### src/design/sdc_pkg.sv
// Package for the sigma-delta codec filter path
package sdc_pkg;
  // Register byte offsets
  localparam logic [7:0] SDC_OFF_FILTER_CTRL = 8'h00;
  localparam logic [7:0] SDC_OFF_GAIN_CTRL = 8'h04;
  localparam logic [7:0] SDC_OFF_REF_CTRL = 8'h08;
  localparam logic [7:0] SDC_OFF_DEC_SAMPLE = 8'h0C;
  localparam logic [7:0] SDC_OFF_ENC_SAMPLE = 8'h10;
  localparam logic [7:0] SDC_OFF_STATUS = 8'h14;
  // Field positions
  localparam int SDC_RATE_LSB = 0;
  localparam int SDC_MIXED_BIT = 3;
  localparam int SDC_BYPASS_BIT = 5;
  localparam int SDC_GAIN_LSB = 4;
  localparam int SDC_MUTE_BIT = 7;
  localparam int SDC_REFEN_BIT = 6;
  // Reset values
  localparam logic [7:0] SDC_FILTER_CTRL_RST = 8'h00;
  localparam logic [7:0] SDC_GAIN_CTRL_RST = 8'h00;
  localparam logic [7:0] SDC_REF_CTRL_RST = 8'h00;
  // Rate and width figures
  localparam int SDC_BIT_DIV = 8;
  localparam int SDC_MIN_LOG2N = 5;
  localparam int SDC_MAX_LOG2N = 8;
  localparam int SDC_ACC_W = 3 * SDC_MAX_LOG2N + 1;
  localparam int SDC_ENC_W = 18;
  localparam int SDC_SAMPLE_W = 16;
  localparam real SDC_CLK_MHZ = 25.0;
  localparam real SDC_MIN_GD_US = 25.0;
  localparam int SDC_MIN_GD_CYC = $rtoi(SDC_MIN_GD_US * SDC_CLK_MHZ);
  localparam logic [1:0] SDC_RESP_OKAY = 2'h0;
  localparam logic [1:0] SDC_RESP_SLVERR = 2'h2;

  typedef enum logic [1:0] {
    SDC_RATE_64K = 2'b00,
    SDC_RATE_32K = 2'b01,
    SDC_RATE_16K = 2'b10,
    SDC_RATE_8K = 2'b11
  } sdc_rate_e;

  typedef struct packed {
    logic mute;
    logic [2:0] gain_sel;
    logic ref_en;
    logic bypass;
  } sdc_ctrl_s;
endpackage

### src/design/sdc_filter_path.sv
// Codec filter path: sinc3 decimator, sinc3 interpolator, modulator, AXI4-Lite registers
`timescale 1ns/1ps
module sdc_filter_path #(
  parameter int BIT_DIV = sdc_pkg::SDC_BIT_DIV
) (
  input wire logic aclk,
  input wire logic aresetn,
  input wire logic [31:0] s_axi_awaddr,
  input wire logic s_axi_awvalid,
  output logic s_axi_awready,
  input wire logic [31:0] s_axi_wdata,
  input wire logic [3:0] s_axi_wstrb,
  input wire logic s_axi_wvalid,
  output logic s_axi_wready,
  output logic [1:0] s_axi_bresp,
  output logic s_axi_bvalid,
  input wire logic s_axi_bready,
  input wire logic [31:0] s_axi_araddr,
  input wire logic s_axi_arvalid,
  output logic s_axi_arready,
  output logic [31:0] s_axi_rdata,
  output logic [1:0] s_axi_rresp,
  output logic s_axi_rvalid,
  input wire logic s_axi_rready,
  input wire logic enc_mod_bit,
  output logic enc_bit_strobe,
  output logic [sdc_pkg::SDC_SAMPLE_W-1:0] serial_sample_output,
  output logic enc_sample_valid,
  output logic dac_bit,
  output logic dac_bit_valid,
  output logic out_mute,
  output logic [2:0] out_gain_sel,
  output logic ref_buffer_enable
);
  import sdc_pkg::*;

  localparam int DW = SDC_ACC_W;
  localparam int IW = SDC_SAMPLE_W + 2 * SDC_MAX_LOG2N + 1;

  // Control registers
  logic [7:0] filter_control_reg_q;
  logic [7:0] gain_control_reg_q;
  logic [7:0] ref_ctrl_q;
  logic [15:0] dec_in_q;
  logic dec_new_q;
  logic [7:0] dec_miss_q;
  sdc_rate_e rate;
  sdc_rate_e rate_q;
  logic mixed_mode;
  logic interp_bypass;
  assign rate = sdc_rate_e'(filter_control_reg_q[SDC_RATE_LSB +: 2]);
  assign mixed_mode = filter_control_reg_q[SDC_MIXED_BIT];
  assign interp_bypass = filter_control_reg_q[SDC_BYPASS_BIT];

  // Bit-rate and sample-period timing
  logic [7:0] div_q;
  logic bit_tick;
  logic [7:0] phase_q;
  logic [7:0] last_phase;
  logic frame_tick;
  logic [3:0] log2n;
  always_comb begin
    unique case (rate)
      SDC_RATE_64K: log2n = 4'h5;
      SDC_RATE_32K: log2n = 4'h6;
      SDC_RATE_16K: log2n = 4'h7;
      SDC_RATE_8K: log2n = 4'h8;
    endcase
  end
  assign last_phase = 8'((9'h001 << log2n) - 9'h001);
  assign bit_tick = (div_q == 8'(BIT_DIV - 1));
  assign frame_tick = bit_tick && (phase_q >= last_phase);

  always_ff @(posedge aclk) begin
    if (!aresetn) begin
      div_q <= 8'h00;
      rate_q <= SDC_RATE_64K;
    end else begin
      div_q <= bit_tick ? 8'h00 : div_q + 8'h01;
      rate_q <= rate;
    end
  end

  always_ff @(posedge aclk) begin
    if (!aresetn) begin
      phase_q <= 8'h00;
    end else if (bit_tick) begin
      phase_q <= frame_tick ? 8'h00 : phase_q + 8'h01;
    end
  end

  // Decimator: three integrators at bit rate, three combs at sample rate
  logic signed [DW-1:0] integ_q [3];
  logic signed [DW-1:0] comb_dly_q [3];
  logic signed [DW-1:0] comb_in [4];
  logic signed [DW-1:0] mod_in;
  assign mod_in = enc_mod_bit ? DW'(1) : -DW'(1);
  assign comb_in[0] = integ_q[2];

  genvar g;
  generate
    for (g = 0; g < 3; g++) begin : g_stage
      logic signed [DW-1:0] integ_src;
      assign integ_src = (g == 0) ? mod_in : integ_q[(g == 0) ? 0 : g - 1];
      assign comb_in[g+1] = comb_in[g] - comb_dly_q[g];
      always_ff @(posedge aclk) begin
        if (!aresetn) begin
          integ_q[g] <= '0;
        end else if (bit_tick) begin
          integ_q[g] <= integ_q[g] + integ_src;
        end
      end
      always_ff @(posedge aclk) begin
        if (!aresetn) begin
          comb_dly_q[g] <= '0;
        end else if (frame_tick) begin
          comb_dly_q[g] <= comb_in[g];
        end
      end
    end
  endgenerate

  // Scale the 3*log2n bit result to 18 bits, then format
  logic signed [DW-1:0] dec_full;
  logic signed [SDC_ENC_W-1:0] dec18;
  logic [15:0] enc_word;
  assign dec_full = comb_in[3];
  always_comb begin
    // Growth of 3*log2n bits plus sign; keep top 18
    dec18 = SDC_ENC_W'(dec_full >>> (5'(3) * 5'(log2n) + 5'd1 - 5'(SDC_ENC_W)));
    if (log2n == 4'h5) begin
      dec18 = SDC_ENC_W'(dec_full <<< 2);
    end
    enc_word = dec18[SDC_ENC_W-1 -: 16];
    if (mixed_mode) begin
      enc_word = {1'b0, dec18[SDC_ENC_W-1 -: 15]};
    end
  end

  always_ff @(posedge aclk) begin
    if (!aresetn) begin
      serial_sample_output <= '0;
      enc_sample_valid <= 1'b0;
    end else begin
      enc_sample_valid <= frame_tick;
      if (frame_tick) begin
        serial_sample_output <= enc_word;
      end
    end
  end

  always_ff @(posedge aclk) begin
    if (!aresetn) begin
      enc_bit_strobe <= 1'b0;
    end else begin
      enc_bit_strobe <= bit_tick;
    end
  end

  // Interpolator: combs at sample rate, integrators at bit rate
  logic signed [IW-1:0] icomb_dly_q [3];
  logic signed [IW-1:0] icomb [4];
  logic signed [IW-1:0] iint_q [3];
  assign icomb[0] = IW'($signed(dec_in_q));
  generate
    for (g = 0; g < 3; g++) begin : g_istage
      assign icomb[g+1] = icomb[g] - icomb_dly_q[g];
      always_ff @(posedge aclk) begin
        if (!aresetn) begin
          icomb_dly_q[g] <= '0;
        end else if (rate != rate_q) begin
          icomb_dly_q[g] <= '0; // Uneven frame spacing would leave the integrators drifting
        end else if (frame_tick) begin
          icomb_dly_q[g] <= icomb[g];
        end
      end
      always_ff @(posedge aclk) begin
        if (!aresetn) begin
          iint_q[g] <= '0;
        end else if (rate != rate_q) begin
          iint_q[g] <= '0;
        end else if (bit_tick) begin
          iint_q[g] <= iint_q[g] + ((g == 0) ? (frame_tick ? icomb[3] : '0) : iint_q[(g == 0) ? 0 : g - 1]);
        end
      end
    end
  endgenerate

  // Interpolated value normalised back to 16 bits (gain N^3 / N zero-stuff = N^2)
  logic signed [15:0] interp16;
  logic signed [15:0] mod_src;
  assign interp16 = 16'(iint_q[2] >>> (5'(2) * 5'(log2n)));
  assign mod_src = interp_bypass ? $signed(dec_in_q) : interp16;

  // First-order digital sigma-delta modulator
  logic signed [17:0] sd_acc_q;
  logic signed [17:0] fb;
  assign fb = sd_acc_q[17] ? -18'sh08000 : 18'sh07FFF;
  always_ff @(posedge aclk) begin
    if (!aresetn) begin
      sd_acc_q <= '0;
      dac_bit <= 1'b0;
      dac_bit_valid <= 1'b0;
    end else begin
      dac_bit_valid <= bit_tick;
      if (bit_tick) begin
        sd_acc_q <= sd_acc_q + 18'(mod_src) - fb;
        dac_bit <= ~sd_acc_q[17] & ~gain_control_reg_q[SDC_MUTE_BIT];
      end
    end
  end

  // Outputs for analog controls
  always_ff @(posedge aclk) begin
    if (!aresetn) begin
      out_mute <= 1'b0;
      out_gain_sel <= 3'h0;
      ref_buffer_enable <= 1'b0;
    end else begin
      out_mute <= gain_control_reg_q[SDC_MUTE_BIT];
      out_gain_sel <= gain_control_reg_q[SDC_GAIN_LSB +: 3];
      ref_buffer_enable <= ref_ctrl_q[SDC_REFEN_BIT];
    end
  end

  // AXI4-Lite slave
  logic [7:0] wa;
  logic wr_do;
  logic wr_hit;
  assign wa = s_axi_awaddr[7:0];
  assign wr_do = s_axi_awvalid && s_axi_wvalid && !s_axi_bvalid;
  assign wr_hit = (wa == SDC_OFF_FILTER_CTRL) || (wa == SDC_OFF_GAIN_CTRL) ||
                  (wa == SDC_OFF_REF_CTRL) || (wa == SDC_OFF_DEC_SAMPLE);

  always_ff @(posedge aclk) begin
    if (!aresetn) begin
      s_axi_awready <= 1'b0;
      s_axi_wready <= 1'b0;
      s_axi_bvalid <= 1'b0;
      s_axi_bresp <= SDC_RESP_OKAY;
    end else begin
      s_axi_awready <= wr_do && !s_axi_awready;
      s_axi_wready <= wr_do && !s_axi_awready;
      if (s_axi_awready) begin
        s_axi_bvalid <= 1'b1;
        s_axi_bresp <= wr_hit ? SDC_RESP_OKAY : SDC_RESP_SLVERR;
      end else if (s_axi_bready) begin
        s_axi_bvalid <= 1'b0;
      end
    end
  end

  always_ff @(posedge aclk) begin
    if (!aresetn) begin
      filter_control_reg_q <= SDC_FILTER_CTRL_RST;
      gain_control_reg_q <= SDC_GAIN_CTRL_RST;
      ref_ctrl_q <= SDC_REF_CTRL_RST;
    end else if (s_axi_awready && s_axi_wstrb[0]) begin
      if (wa == SDC_OFF_FILTER_CTRL) filter_control_reg_q <= s_axi_wdata[7:0];
      if (wa == SDC_OFF_GAIN_CTRL) gain_control_reg_q <= s_axi_wdata[7:0];
      if (wa == SDC_OFF_REF_CTRL) ref_ctrl_q <= s_axi_wdata[7:0];
    end
  end

  // Decoder sample holding: a new word is used at the next period, else the old one
  logic dec_wr;
  assign dec_wr = s_axi_awready && (wa == SDC_OFF_DEC_SAMPLE) && (s_axi_wstrb[1:0] == 2'b11);
  logic [15:0] dec_pend_q;
  always_ff @(posedge aclk) begin
    if (!aresetn) begin
      dec_pend_q <= 16'h0000;
      dec_in_q <= 16'h0000;
      dec_new_q <= 1'b0;
      dec_miss_q <= 8'h00;
    end else begin
      if (dec_wr) begin
        dec_pend_q <= s_axi_wdata[15:0];
      end
      if (frame_tick) begin
        if (dec_new_q || dec_wr) begin
          dec_in_q <= dec_wr ? s_axi_wdata[15:0] : dec_pend_q;
        end else begin
          dec_miss_q <= dec_miss_q + 8'h01;
        end
        dec_new_q <= 1'b0;
      end else if (dec_wr) begin
        dec_new_q <= 1'b1;
      end
    end
  end

  always_ff @(posedge aclk) begin
    if (!aresetn) begin
      s_axi_arready <= 1'b0;
      s_axi_rvalid <= 1'b0;
      s_axi_rdata <= 32'h0000_0000;
      s_axi_rresp <= SDC_RESP_OKAY;
    end else begin
      s_axi_arready <= s_axi_arvalid && !s_axi_arready && !s_axi_rvalid;
      if (s_axi_arready) begin
        s_axi_rvalid <= 1'b1;
        s_axi_rresp <= SDC_RESP_OKAY;
        unique case (s_axi_araddr[7:0])
          SDC_OFF_FILTER_CTRL: s_axi_rdata <= {24'h000000, filter_control_reg_q};
          SDC_OFF_GAIN_CTRL: s_axi_rdata <= {24'h000000, gain_control_reg_q};
          SDC_OFF_REF_CTRL: s_axi_rdata <= {24'h000000, ref_ctrl_q};
          SDC_OFF_DEC_SAMPLE: s_axi_rdata <= {16'h0000, dec_in_q};
          SDC_OFF_ENC_SAMPLE: s_axi_rdata <= {16'h0000, serial_sample_output};
          SDC_OFF_STATUS: s_axi_rdata <= {16'h0000, dec_miss_q, 7'h00, dec_new_q};
          default: begin
            s_axi_rdata <= 32'h0000_0000;
            s_axi_rresp <= SDC_RESP_SLVERR;
          end
        endcase
      end else if (s_axi_rready) begin
        s_axi_rvalid <= 1'b0;
      end
    end
  end
endmodule

### config.mk
export PLATFORM = sky130hd
export DESIGN_NAME = sdc_filter_path
export DESIGN_NICKNAME = d
export VERILOG_FILES = /design/src/design/sdc_pkg.sv /design/src/design/sdc_filter_path.sv
export SDC_FILE = /design/constraint.sdc
export NUM_CORES = 1
export LEC_CHECK = 0
export BUFFER_PORTS_ARGS = -buffer_cell sky130_fd_sc_hd__buf_2
export CAP_MARGIN = 20
export CELL_PAD_IN_SITES_DETAIL_PLACEMENT = 2
export CELL_PAD_IN_SITES_GLOBAL_PLACEMENT = 2
export CORE_MARGIN = 3
export CORE_UTILIZATION = 36
export DETAILED_ROUTE_END_ITERATION = 8
export PLACE_DENSITY_LB_ADDON = 0.1
export SLEW_MARGIN = 20
export SYNTH_ARGS = -nofsm -noshare
export SYNTH_HDL_FRONTEND = slang
export SYNTH_SLANG_ARGS = --single-unit
### constraint.sdc
create_clock -name aclk -period 7.49 [get_ports aclk]
set_input_delay 0.749 -clock aclk [delete_from_list [all_inputs] [get_ports aclk]]
set_output_delay 0.749 -clock aclk [all_outputs]
set_load 0.02 [all_outputs]
==> impl_metrics.yaml, run 1 <==
timing:
  period_minus_slack_ns: 8.15
  slew-limit-headroom_pct: 28.9
  period_share_pct: 109
  timing.final.ws_setup_ns: -0.658
  worst-slew-pin-transition_ns: 1.06
  drv_slew: 0
  max_freq_mhz: 123
  rsz0062_at_grt: "yes"
  finalSetupViolCount: 9
  clock_skew_ns: 0.0284
  finalHoldViolCount: 0
clock_network:
  cts_inserted_buffers: 67
  clk_pin_slew_worst_paths_ns: 0.06
  htree_levels: 3
  cts_tree: "done"
  clk_latency_ns: 0.63
  clock_sinks: 478
  holdBufCountCts: 0
  cts.root.buffer_cell: "clkbuf_16"
  clk_path_buf_depth: 3
finish:
  regArea_mm2: 0.0129
  final_cell_mix: "393 x nor2_1, 335 x ha_1, 331 x edfxtp_1"
  multiInputGateArea_mm2: 0.0228
  final_layout_size_suffix_gt1_share_pct: 15.3
  finalNonFillerCells: 5656
  final_common_cell: "nor2_1"
  fill_cells: 10779
  area_delta_synth_final_pct: 18.3
  nets: 4806
synthesis:
  synthDistinctLibCells: 87
  netlist.top_cell.by_area: "edfxtp_1"
  synthesis.area_mm2: 0.0363
  synth_fa_ha_area_share_pct: 13.9
  synth_seq_area_share_pct: 35.5
  ys_seq_elements: 478
  syn_inst: 4016
  synth_top_family_by_area: "compound AO/OA/AOI/OAI gates"
  synthXorXnorAreaFrac_pct: 7.06
  synthMuxAreaShare_pct: 3.53
  yosysTopAreaCellShare_pct: 27.4
  yosys_warnings: 0
  synth_compound_area_share_pct: 17.7
  synthArstFlopShare_pct: 0
  ys.flop_type: "edfxtp_1"
  synth_edf_count: 331
  synthSimpleGateAreaFrac_pct: 17.5
  syn_avg_cell_area_um2: 9.05
  synth_top_cells_by_area: "edfxtp_1 27%, ha_1 12%, dfxtp_1 8.1%, nor2_1 4.2%, xnor2_1 3.8%"
run_status:
  outcome: "finished, violations left"
  violations: "setup timing"
grt:
  overflow: 0
  grt_antenna_before_repair: 1
  grt_start_max_net_pins: 88
  grt_usage_pct: 21.8
  grt_pass1_vias: 32842
  grt_pass1_wl_um: 184000
drt:
  ant_nets: 0
  drt-wirelength-per-cell_um: 21.2
  drc_errors: 0
  viasPerCell: 5.43
  drt_iter0_markers: 1458
  num_vias: 30703
  wl_um: 120000
  drt-pass1-iter-count: 5
critical_path:
  path_common_cell: "a21o_1"
  r2r_end: "iint_q[0][32]$_SDFFCE_PN0P_"
  crit_fanout: 4
  crit_required_ns: 7.85
  startpoint: "dec_in_q[0]$_SDFFE_PN0P_"
  cpPeakStageDelay_ns: 0.35
  crit_type: "flip-flop to flip-flop"
  worst_path_max_delay_cell: "ha_1"
  r2r_start: "dec_in_q[0]$_SDFFE_PN0P_"
  worstSetupStartpointType: "flip-flop"
  r2r_cells: 47
  end_kind: "flip-flop"
  cp.arrival_ns: 8.50
  reg2reg_slack_ns: -0.66
min_path:
  worstHoldStart: "s_axi_arvalid"
  whs_path_depth: 2
  hold_end: "s_axi_arready$_SDFF_PN0_"
  hold_class: "input pin to flip-flop"
pwr:
  power_w: 0.00900
  powerDensity_mw_per_mm2: 209
  ir_drop_v: 0.000150
  p_leak_nw: 18.9
placement:
  dp.cells: 5474
  gp_congestion: 0.793
  dp_hpwl_um: 86200
  port_buffers: 89
die:
  ioPinCount: 174
  core_area_mm2: 0.0993
  die_w_um: 324
  die_y_um: 324
  start_util_pct: 36.6
  rows: 115
  dieArea_mm2: 0.105
job:
  drv_cap: 0
## cell families (layout without fill, tap and decap cells)
logic type / Yosys count / count (layout)
mux: 112 / 112
buf+inv: 450 / 785
flops: 478 / 478
compound gates: 989 / 989
fa+ha+maj: 384 / 384
other cells: 1 / 19
simple gates: 1311 / 1311
xor+xnor: 291 / 291
## cell type report
class,count,share of cell area (%)
timing repair buffer,351,5.77
clock buffer,87,4.24
antenna,1,0.00582
clock inverter,36,0.568
sequential,478,30.0
tap,1287,3.75
inverter,311,2.72
multi-input combinational,3105,53.0
## Yosys cell counts, types with 9 or more instances
| library cell | instances |
|---|---|
| a31oi_1 | 29 |
| o211a_1 | 23 |
| buf_4 | 20 |
| xor2_1 | 132 |
| nand4_1 | 20 |
| or2_2 | 17 |
| and3_1 | 94 |
| or3_1 | 31 |
| and2_1 | 132 |
| o21ai_1 | 10 |
| nand2_1 | 295 |
| o21bai_1 | 38 |
| fa_1 | 31 |
| a22oi_1 | 9 |
| mux4_2 | 12 |
| a21oi_1 | 271 |
| nand3_1 | 56 |
| o21ai_0 | 206 |
| a211oi_1 | 47 |
| o21a_1 | 44 |
| edfxtp_1 | 331 |
| a211o_1 | 9 |
| a311oi_1 | 15 |
| nand2b_1 | 43 |
| o22ai_1 | 10 |
| nor2_1 | 408 |
| o211ai_1 | 29 |
| o31ai_1 | 15 |
| buf_1 | 18 |
| nor3b_1 | 14 |
| a21o_1 | 102 |
| ha_1 | 353 |
| inv_1 | 308 |
| nor3_1 | 76 |
| dfxtp_1 | 147 |
| a21boi_0 | 23 |
| clkbuf_1 | 99 |
| mux2i_1 | 90 |
| xnor2_1 | 158 |
| mux2_2 | 10 |
| nor2b_1 | 98 |
## per-stage QoR
step / util, % / setup TNS [ns] / cell area (µm²) / hold slack, ns / setup slack [ns]
2_1_floorplan: - / -0.0264 / 36500 / 0.413 / -0.0264
3_3_place_gp: 39.8 / -2.36 / 39500 / 0.432 / -0.541
3_5_place_dp: 39.8 / -5.12 / 39500 / 0.441 / -0.815
4_1_cts: 42.4 / -1.61 / 42100 / 0.339 / -0.366
5_1_grt: 43.3 / -9.66 / 43000 / 0.355 / -1.26
6_report: 43.3 / -3.74 / 43000 / 0.382 / -0.658
## power breakdown
part	leakage [nW]	switching [W]	internal (W)	total, W
clock network	1.02	0.00129	0.00178	0.00307
registers	4.47	0.0000599	0.00290	0.00296
logic	13.5	0.00174	0.00122	0.00296
## flip-flops by register name, summed over array words and instances (netlist names), 16 cells and up
| signal | count |
|---|---|
| comb_dly_q | 75 |
| dec_pend_q | 16 |
| integ_q | 75 |
| icomb_dly_q | 82 |
| serial_sample_output | 16 |
| s_axi_rdata | 16 |
| dec_in_q | 16 |
| iint_q | 99 |
| sd_acc_q | 18 |
## worst max-delay path: cells and delay by family (launching register included)
family | cells | cell delay, ns
compound gates | 24 | 4.03
xor+xnor | 4 | 0.64
fa+ha+maj | 5 | 1.45
buf+inv | 4 | 0.45
flops | 1 | 0.32
simple gates | 10 | 1.01
## metal layers
layer | vias up | routed length (µm) | track usage, %
met5 | - | 0 | 0
met2 | 316 | 59100 | 38.1
met1 | 15360 | 55300 | 28.9
met3 | 138 | 2640 | 2.61
li1 | 14889 | - | -
met4 | 0 | 2610 | 4.87
## how the worst max path moves through the flow
| stage | slack, ns | cells past startpoint | end |
|---|---|---|---|
| 3_3_place_gp | -0.54 | 43 | iint_q[0][31]$_SDFFCE_PN0P_ |
| 4_1_cts | -0.37 | 43 | iint_q[0][32]$_SDFFCE_PN0P_ |
| 5_1_grt | -1.26 | 46 | iint_q[0][32]$_SDFFCE_PN0P_ |
| 2_1_floorplan | -0.03 | 44 | iint_q[0][32]$_SDFFCE_PN0P_ |
| 3_5_place_dp | -0.81 | 43 | iint_q[0][31]$_SDFFCE_PN0P_ |
| 6_report | -0.66 | 47 | iint_q[0][32]$_SDFFCE_PN0P_ |
## repair_timing
action                                  in CTS  in global routing
endpoints found under the hold margin        0                  0
gates resized for setup                     60                136
endpoints found under the setup margin      13                 28
setup buffers                               29                 32
pin swaps                                   52                 71
Note: power is estimated with default switching activity, not from simulation.
==> inputs of run 2 (changes only) <==
--- a/config.mk
+++ b/config.mk
@@ -6,13 +6,14 @@
 export NUM_CORES = 1
 export LEC_CHECK = 0
 export BUFFER_PORTS_ARGS = -buffer_cell sky130_fd_sc_hd__buf_2
-export CAP_MARGIN = 20
+export CAP_MARGIN = 10
 export CELL_PAD_IN_SITES_DETAIL_PLACEMENT = 2
 export CELL_PAD_IN_SITES_GLOBAL_PLACEMENT = 2
 export CORE_MARGIN = 3
 export CORE_UTILIZATION = 36
 export DETAILED_ROUTE_END_ITERATION = 8
-export PLACE_DENSITY_LB_ADDON = 0.1
+export HOLD_SLACK_MARGIN = 0.15
+export PLACE_DENSITY_LB_ADDON = 0.3
 export SLEW_MARGIN = 20
 export SYNTH_ARGS = -nofsm -noshare
 export SYNTH_HDL_FRONTEND = slang
==> impl_metrics.yaml, run 2 (synthesized netlist as in run 1, its figures left out) <==
placement:
  port_buffers: 89
  dp_hpwl_um: 84500
  post-place-ws_ns: -0.871
  dp.cells: 5456
  gp_congestion: 0.810
drt:
  wl_um: 121000
  drt-pass1-iter-count: 6
  drt_iter0_markers: 1329
  drt-wirelength-per-cell_um: 21.6
  viasPerCell: 5.52
  num_vias: 30902
  drc_errors: 0
  ant_nets: 0
finish:
  largest_register_ffs: 99
  area_delta_synth_final_pct: 16.4
  nets: 4759
  final_common_cell: "nor2_1"
  fill_cells: 10823
  largest_registers: "iint_q: 99 flops, icomb_dly_q: 82 flops"
  final_cell_mix: "398 x nor2_1, 345 x ha_1, 331 x edfxtp_1"
  finalNonFillerCells: 5602
  final_layout_size_suffix_gt1_share_pct: 13.6
  top_register: "iint_q"
clock_network:
  holdBufCountCts: 0
  clock_sinks: 478
  htree_levels: 2
  clk_latency_ns: 0.67
  clk_path_buf_depth: 3
  cts_tree: "done"
  cts.root.buffer_cell: "clkbuf_16"
  clk_pin_slew_worst_paths_ns: 0.06
  cts_inserted_buffers: 60
die:
  ioPinCount: 174
  dieArea_mm2: 0.105
  die_w_um: 324
  die_y_um: 324
  rows: 115
  start_util_pct: 36.6
  core_area_mm2: 0.0993
timing:
  max_freq_mhz: 119
  period_minus_slack_ns: 8.42
  timing.final.ws_setup_ns: -0.928
  worst-slew-pin-transition_ns: 1.04
  finalHoldViolCount: 0
  rsz0062_at_grt: "yes"
  clock_skew_ns: 0.0330
  slew-limit-headroom_pct: 30.4
  period_share_pct: 112
  drv_slew: 0
  finalSetupViolCount: 12
run_status:
  violations: "setup timing"
  outcome: "finished, violations left"
grt:
  grt_pass1_vias: 33418
  grt_antenna_before_repair: 0
  grt_start_max_net_pins: 70
  grt_usage_pct: 21.8
  overflow: 0
  grt_pass1_wl_um: 186000
critical_path:
  worstSetupStartpointType: "flip-flop"
  worst_path_max_delay_cell: "fa_2"
  cpPeakStageDelay_ns: 0.35
  crit_type: "flip-flop to flip-flop"
  cp.arrival_ns: 8.80
  crit_family: "compound AO/OA/AOI/OAI gates"
  crit_required_ns: 7.87
  crit_fanout: 5
  end_kind: "flip-flop"
  critPathBufInv: 3
job:
  drv_cap: 0
pwr:
  ir_drop_v: 0.000186
  p_leak_nw: 18.6
  powerDensity_mw_per_mm2: 214
min_path:
  hold_class: "input pin to flip-flop"
-- run 2: changes by cell type in the layout (fill, tap and decap cells not counted), sizes merged --
| cell | previous run | this run |
|---|---|---|
| clkinvlp | 0 | 8 |
| inv | 312 | 310 |
| clkbuf | 87 | 79 |
| buf | 351 | 311 |
| clkinv | 33 | 14 |
| bufinv | 2 | 9 |
-- run 2: worst register-to-register path: cells and delay by family, from the launching register on --
| kind | cells | cell delay (ns) |
|---|---|---|
| compound gates | 20 | 4.08 |
| simple gates | 11 | 1.45 |
| fa+ha+maj | 5 | 1.41 |
| xor+xnor | 3 | 0.62 |
| flops | 1 | 0.33 |
| buf+inv | 3 | 0.25 |
-- run 2: through the flow --
step                      instance area (µm²)  TNS [ns]  power, W  utilization [%]  hold slack (ns)
after global placement                  39400     -1.56   0.00561             39.7            0.434
after global routing                    42300    -12.24   0.00952             42.6            0.319
after floorplan                         36500   -0.0264   0.00492                -            0.413
after detailed placement                39400     -5.08   0.00571             39.7            0.440
after CTS                               41900     -2.61   0.00897             42.2            0.291
final                                   42300     -5.72   0.00903             42.6            0.333
-- run 2: timing repair --
item	in CTS	in global routing
setup endpoints to repair	13	25
resized for setup	66	56
pin swaps	50	40
setup buffers	22	18
hold endpoints to repair	0	0
-- run 2: worst paths after layout --
| path | start | to | slack, ns | cells after the start |
|---|---|---|---|---|
| worst min-delay path | s_axi_arvalid | s_axi_arready$_SDFF_PN0_ | 0.33 | 2 |
| worst max-delay path | dec_in_q[0]$_SDFFE_PN0P_ | iint_q[0][32]$_SDFFCE_PN0P_ | -0.93 | 42 |
| worst max register to register | dec_in_q[0]$_SDFFE_PN0P_ | iint_q[0][32]$_SDFFCE_PN0P_ | -0.93 | 42 |
| worst min register to register | s_axi_rdata[6]$_SDFFE_PN0P_ | s_axi_rdata[6]$_SDFFE_PN0P_ | 0.45 | 2 |
-- run 2: metal layers --
layer	routed length [µm]	global-route usage (%)	vias up
li1	-	-	14790
met2	61200	39.6	392
met4	2950	5.64	0
met5	0	0	-
met3	2900	2.08	147
met1	53800	27.8	15573
-- run 2: cell type report --
cell class	count	area, µm²	area share (%)
antenna	1	2.50	0.00592
clock buffer	79	1680	3.96
clock inverter	30	412	0.974
inverter	311	1170	2.76
multi-input combinational	3105	22400	53.0
sequential	478	12900	30.5
tap	1287	1610	3.81
timing repair buffer	311	2140	5.06
-- run 2: report_power, final --
part	internal, W	total (W)	switching (W)
registers	0.00290	0.00296	0.0000601
logic	0.00117	0.00292	0.00174
clock network	0.00188	0.00315	0.00127
total	0.00595	0.00903	0.00308
==> inputs of run 3 (changes only) <==
--- a/config.mk
+++ b/config.mk
@@ -10,10 +10,11 @@
 export CELL_PAD_IN_SITES_DETAIL_PLACEMENT = 2
 export CELL_PAD_IN_SITES_GLOBAL_PLACEMENT = 2
 export CORE_MARGIN = 3
-export CORE_UTILIZATION = 36
+export CORE_UTILIZATION = 43
 export DETAILED_ROUTE_END_ITERATION = 8
 export HOLD_SLACK_MARGIN = 0.15
 export PLACE_DENSITY_LB_ADDON = 0.3
+export SETUP_SLACK_MARGIN = 0.15
 export SLEW_MARGIN = 20
 export SYNTH_ARGS = -nofsm -noshare
 export SYNTH_HDL_FRONTEND = slang
==> constraint.sdc (replaced) <==
create_clock -name aclk -period 10 [get_ports aclk]
set_input_delay 1 -clock aclk [delete_from_list [all_inputs] [get_ports aclk]]
set_output_delay 1 -clock aclk [all_outputs]
set_load 0.02 [all_outputs]
==> impl_metrics.yaml, run 3 (synthesized netlist as in run 1, its figures left out) <==
run_status:
  outcome: "completed"
grt:
  grt_pass1_vias: 34665
  grt_pass1_wl_um: 197000
  grt_usage_pct: 27.8
  grt_start_max_net_pins: 86
  grt_antenna_before_repair: 1
  overflow: 0
critical_path:
  crit_required_ns: 10.34
  crit_end: "iint_q[0][32]$_SDFFCE_PN0P_"
  path_common_cell: "a21oi_1"
  reg2reg_slack_ns: 0.77
  worstSetupStartpointType: "flip-flop"
  crit_fanout: 6
  r2r_start: "dec_in_q[0]$_SDFFE_PN0P_"
  end_kind: "flip-flop"
  r2r_cells: 45
  crit_type: "flip-flop to flip-flop"
  startpoint: "dec_in_q[0]$_SDFFE_PN0P_"
  cp.arrival_ns: 9.57
  cpPeakStageDelay_ns: 0.54
  worst_path_max_delay_cell: "fa_1"
  r2r_end: "iint_q[0][32]$_SDFFCE_PN0P_"
finish:
  fill_cells: 8859
  largest_register_ffs: 99
  largest_registers: "iint_q: 99 flops, icomb_dly_q: 82 flops"
  regArea_mm2: 0.0129
  nets: 4566
  fin_util_pct: 48.0
  multiInputGateArea_mm2: 0.0218
  final_cell_mix: "404 x nor2_1, 353 x ha_1, 331 x edfxtp_1"
  final_common_cell: "nor2_1"
  area_delta_synth_final_pct: 9.59
  finalNonFillerCells: 5246
  top_register: "iint_q"
  final_layout_size_suffix_gt1_share_pct: 6.92
timing:
  max_freq_mhz: 108
  period_share_pct: 92.3
  finalSetupViolCount: 0
  worst-slew-pin-transition_ns: 1.06
  finalHoldViolCount: 0
  timing.final.ws_setup_ns: 0.768
  slew-limit-headroom_pct: 29.5
  clock_skew_ns: 0.0257
  rsz0062_at_grt: "no"
  drv_slew: 0
  period_minus_slack_ns: 9.23
  finalSetupTns_ns: 0
pwr:
  switching_share_pct: 34.9
  ir_drop_v: 0.000128
  p_leak_nw: 17.5
  p_int_w: 0.00412
  powerDensity_mw_per_mm2: 159
  p_switching_w: 0.00221
  seqPwrFrac_pct: 35.1
  p_comb_share_pct: 31.6
  clkPwrFrac_pct: 33.3
placement:
  dp.cells: 5137
  port_buffers: 89
  post-place-ws_ns: 0.507
  gp_congestion: 0.833
  dp_hpwl_um: 85600
die:
  die_w_um: 297
  ioPinCount: 174
  rows: 105
  core_area_mm2: 0.0829
  die_y_um: 297
  dieArea_mm2: 0.0880
  start_util_pct: 43.8
clock_network:
  clk_pin_slew_worst_paths_ns: 0.06
  clock_sinks: 478
  htree_levels: 2
  cts_tree: "done"
  cts.root.buffer_cell: "clkbuf_16"
  clk_path_buf_depth: 3
  holdBufCountCts: 0
  clk_latency_ns: 0.65
  cts_inserted_buffers: 57
drt:
  num_vias: 30904
  drt-wirelength-per-cell_um: 23.5
  drt_iter0_markers: 1549
  drc_errors: 0
  ant_nets: 0
  wl_um: 124000
  viasPerCell: 5.89
  drt-pass1-iter-count: 9
min_path:
  hold_class: "flip-flop to flip-flop"
job:
  drv_cap: 0
-- run 3: changes by cell type in the layout (fill, tap and decap cells not counted), moves of 10 or more --
cell	delta
buf_4	-188
a21oi_1	+26
a21oi_2	-23
o21ai_0	+19
o21ai_1	-10
-- run 3: metrics by stage --
step | total power [W] | hold slack, ns | cell area (µm²)
after CTS | 0.00635 | 0.471 | 39700
final | 0.00632 | 0.466 | 39800
after floorplan | 0.00368 | 0.413 | 36400
after global placement | 0.00410 | 0.427 | 37900
after global routing | 0.00666 | 0.498 | 39800
after detailed placement | 0.00419 | 0.440 | 37900
-- run 3: routing by layer --
| layer | global-route usage, % | share of wire (%) | vias to the layer above |
|---|---|---|---|
| met2 | 49.9 | 50 | 629 |
| met4 | 9.29 | 3.3 | 0 |
| met5 | 0 | 0 | - |
| met3 | 3.31 | 3.7 | 219 |
| li1 | - | - | 14415 |
| met1 | 34.7 | 43 | 15641 |
-- run 3: worst min path at each step --
stage | start | slack [ns] | cells past startpoint | endpoint
global placement | div_q[0]$_SDFF_PP0_ | 0.43 | 1 | div_q[0]$_SDFF_PP0_
floorplan | div_q[0]$_SDFF_PP0_ | 0.41 | 1 | div_q[0]$_SDFF_PP0_
detailed placement | s_axi_rdata[4]$_SDFFE_PN0P_ | 0.44 | 2 | s_axi_rdata[4]$_SDFFE_PN0P_
finish | s_axi_rdata[14]$_SDFFE_PN0P_ | 0.47 | 2 | s_axi_rdata[14]$_SDFFE_PN0P_
global route | s_axi_rdata[4]$_SDFFE_PN0P_ | 0.50 | 2 | s_axi_rdata[4]$_SDFFE_PN0P_
CTS | s_axi_rdata[14]$_SDFFE_PN0P_ | 0.47 | 2 | s_axi_rdata[14]$_SDFFE_PN0P_
-- run 3: cell type report --
| cell class | instances | area share (%) |
|---|---|---|
| multi-input combinational | 3105 | 54.8 |
| sequential | 478 | 32.4 |
| clock buffer | 84 | 4.20 |
| tap | 1123 | 3.53 |
| inverter | 311 | 2.94 |
| timing repair buffer | 121 | 1.73 |
| clock inverter | 21 | 0.390 |
| antenna | 3 | 0.0189 |
-- run 3: timing repair --
action | in CTS | in global routing
resized for setup | 0 | 8
setup endpoints to repair | 0 | 5
setup buffers | 0 | 1
-- run 3: power groups by stage --
| stage | clock, W | sequential (W) | combinational [W] |
|---|---|---|---|
| after CTS | 0.00214 | 0.00222 | 0.00199 |
| after floorplan | 0 | 0.00224 | 0.00144 |
| after global placement | 0 | 0.00225 | 0.00184 |
| final | 0.00211 | 0.00222 | 0.00200 |
| after detailed placement | 0 | 0.00226 | 0.00193 |
| after global routing | 0.00221 | 0.00223 | 0.00223 |
-- run 3: critical path: cells and delay by family (launching register included) --
family / cells / cell delay, ns
xor gates and xnor gates: 3 / 0.61
and+or+nand+nor: 11 / 1.26
DFF: 1 / 0.48
buffers and inverters: 2 / 0.17
AOI/OAI and AO/OA: 24 / 4.60
adders and majority gates: 5 / 1.81
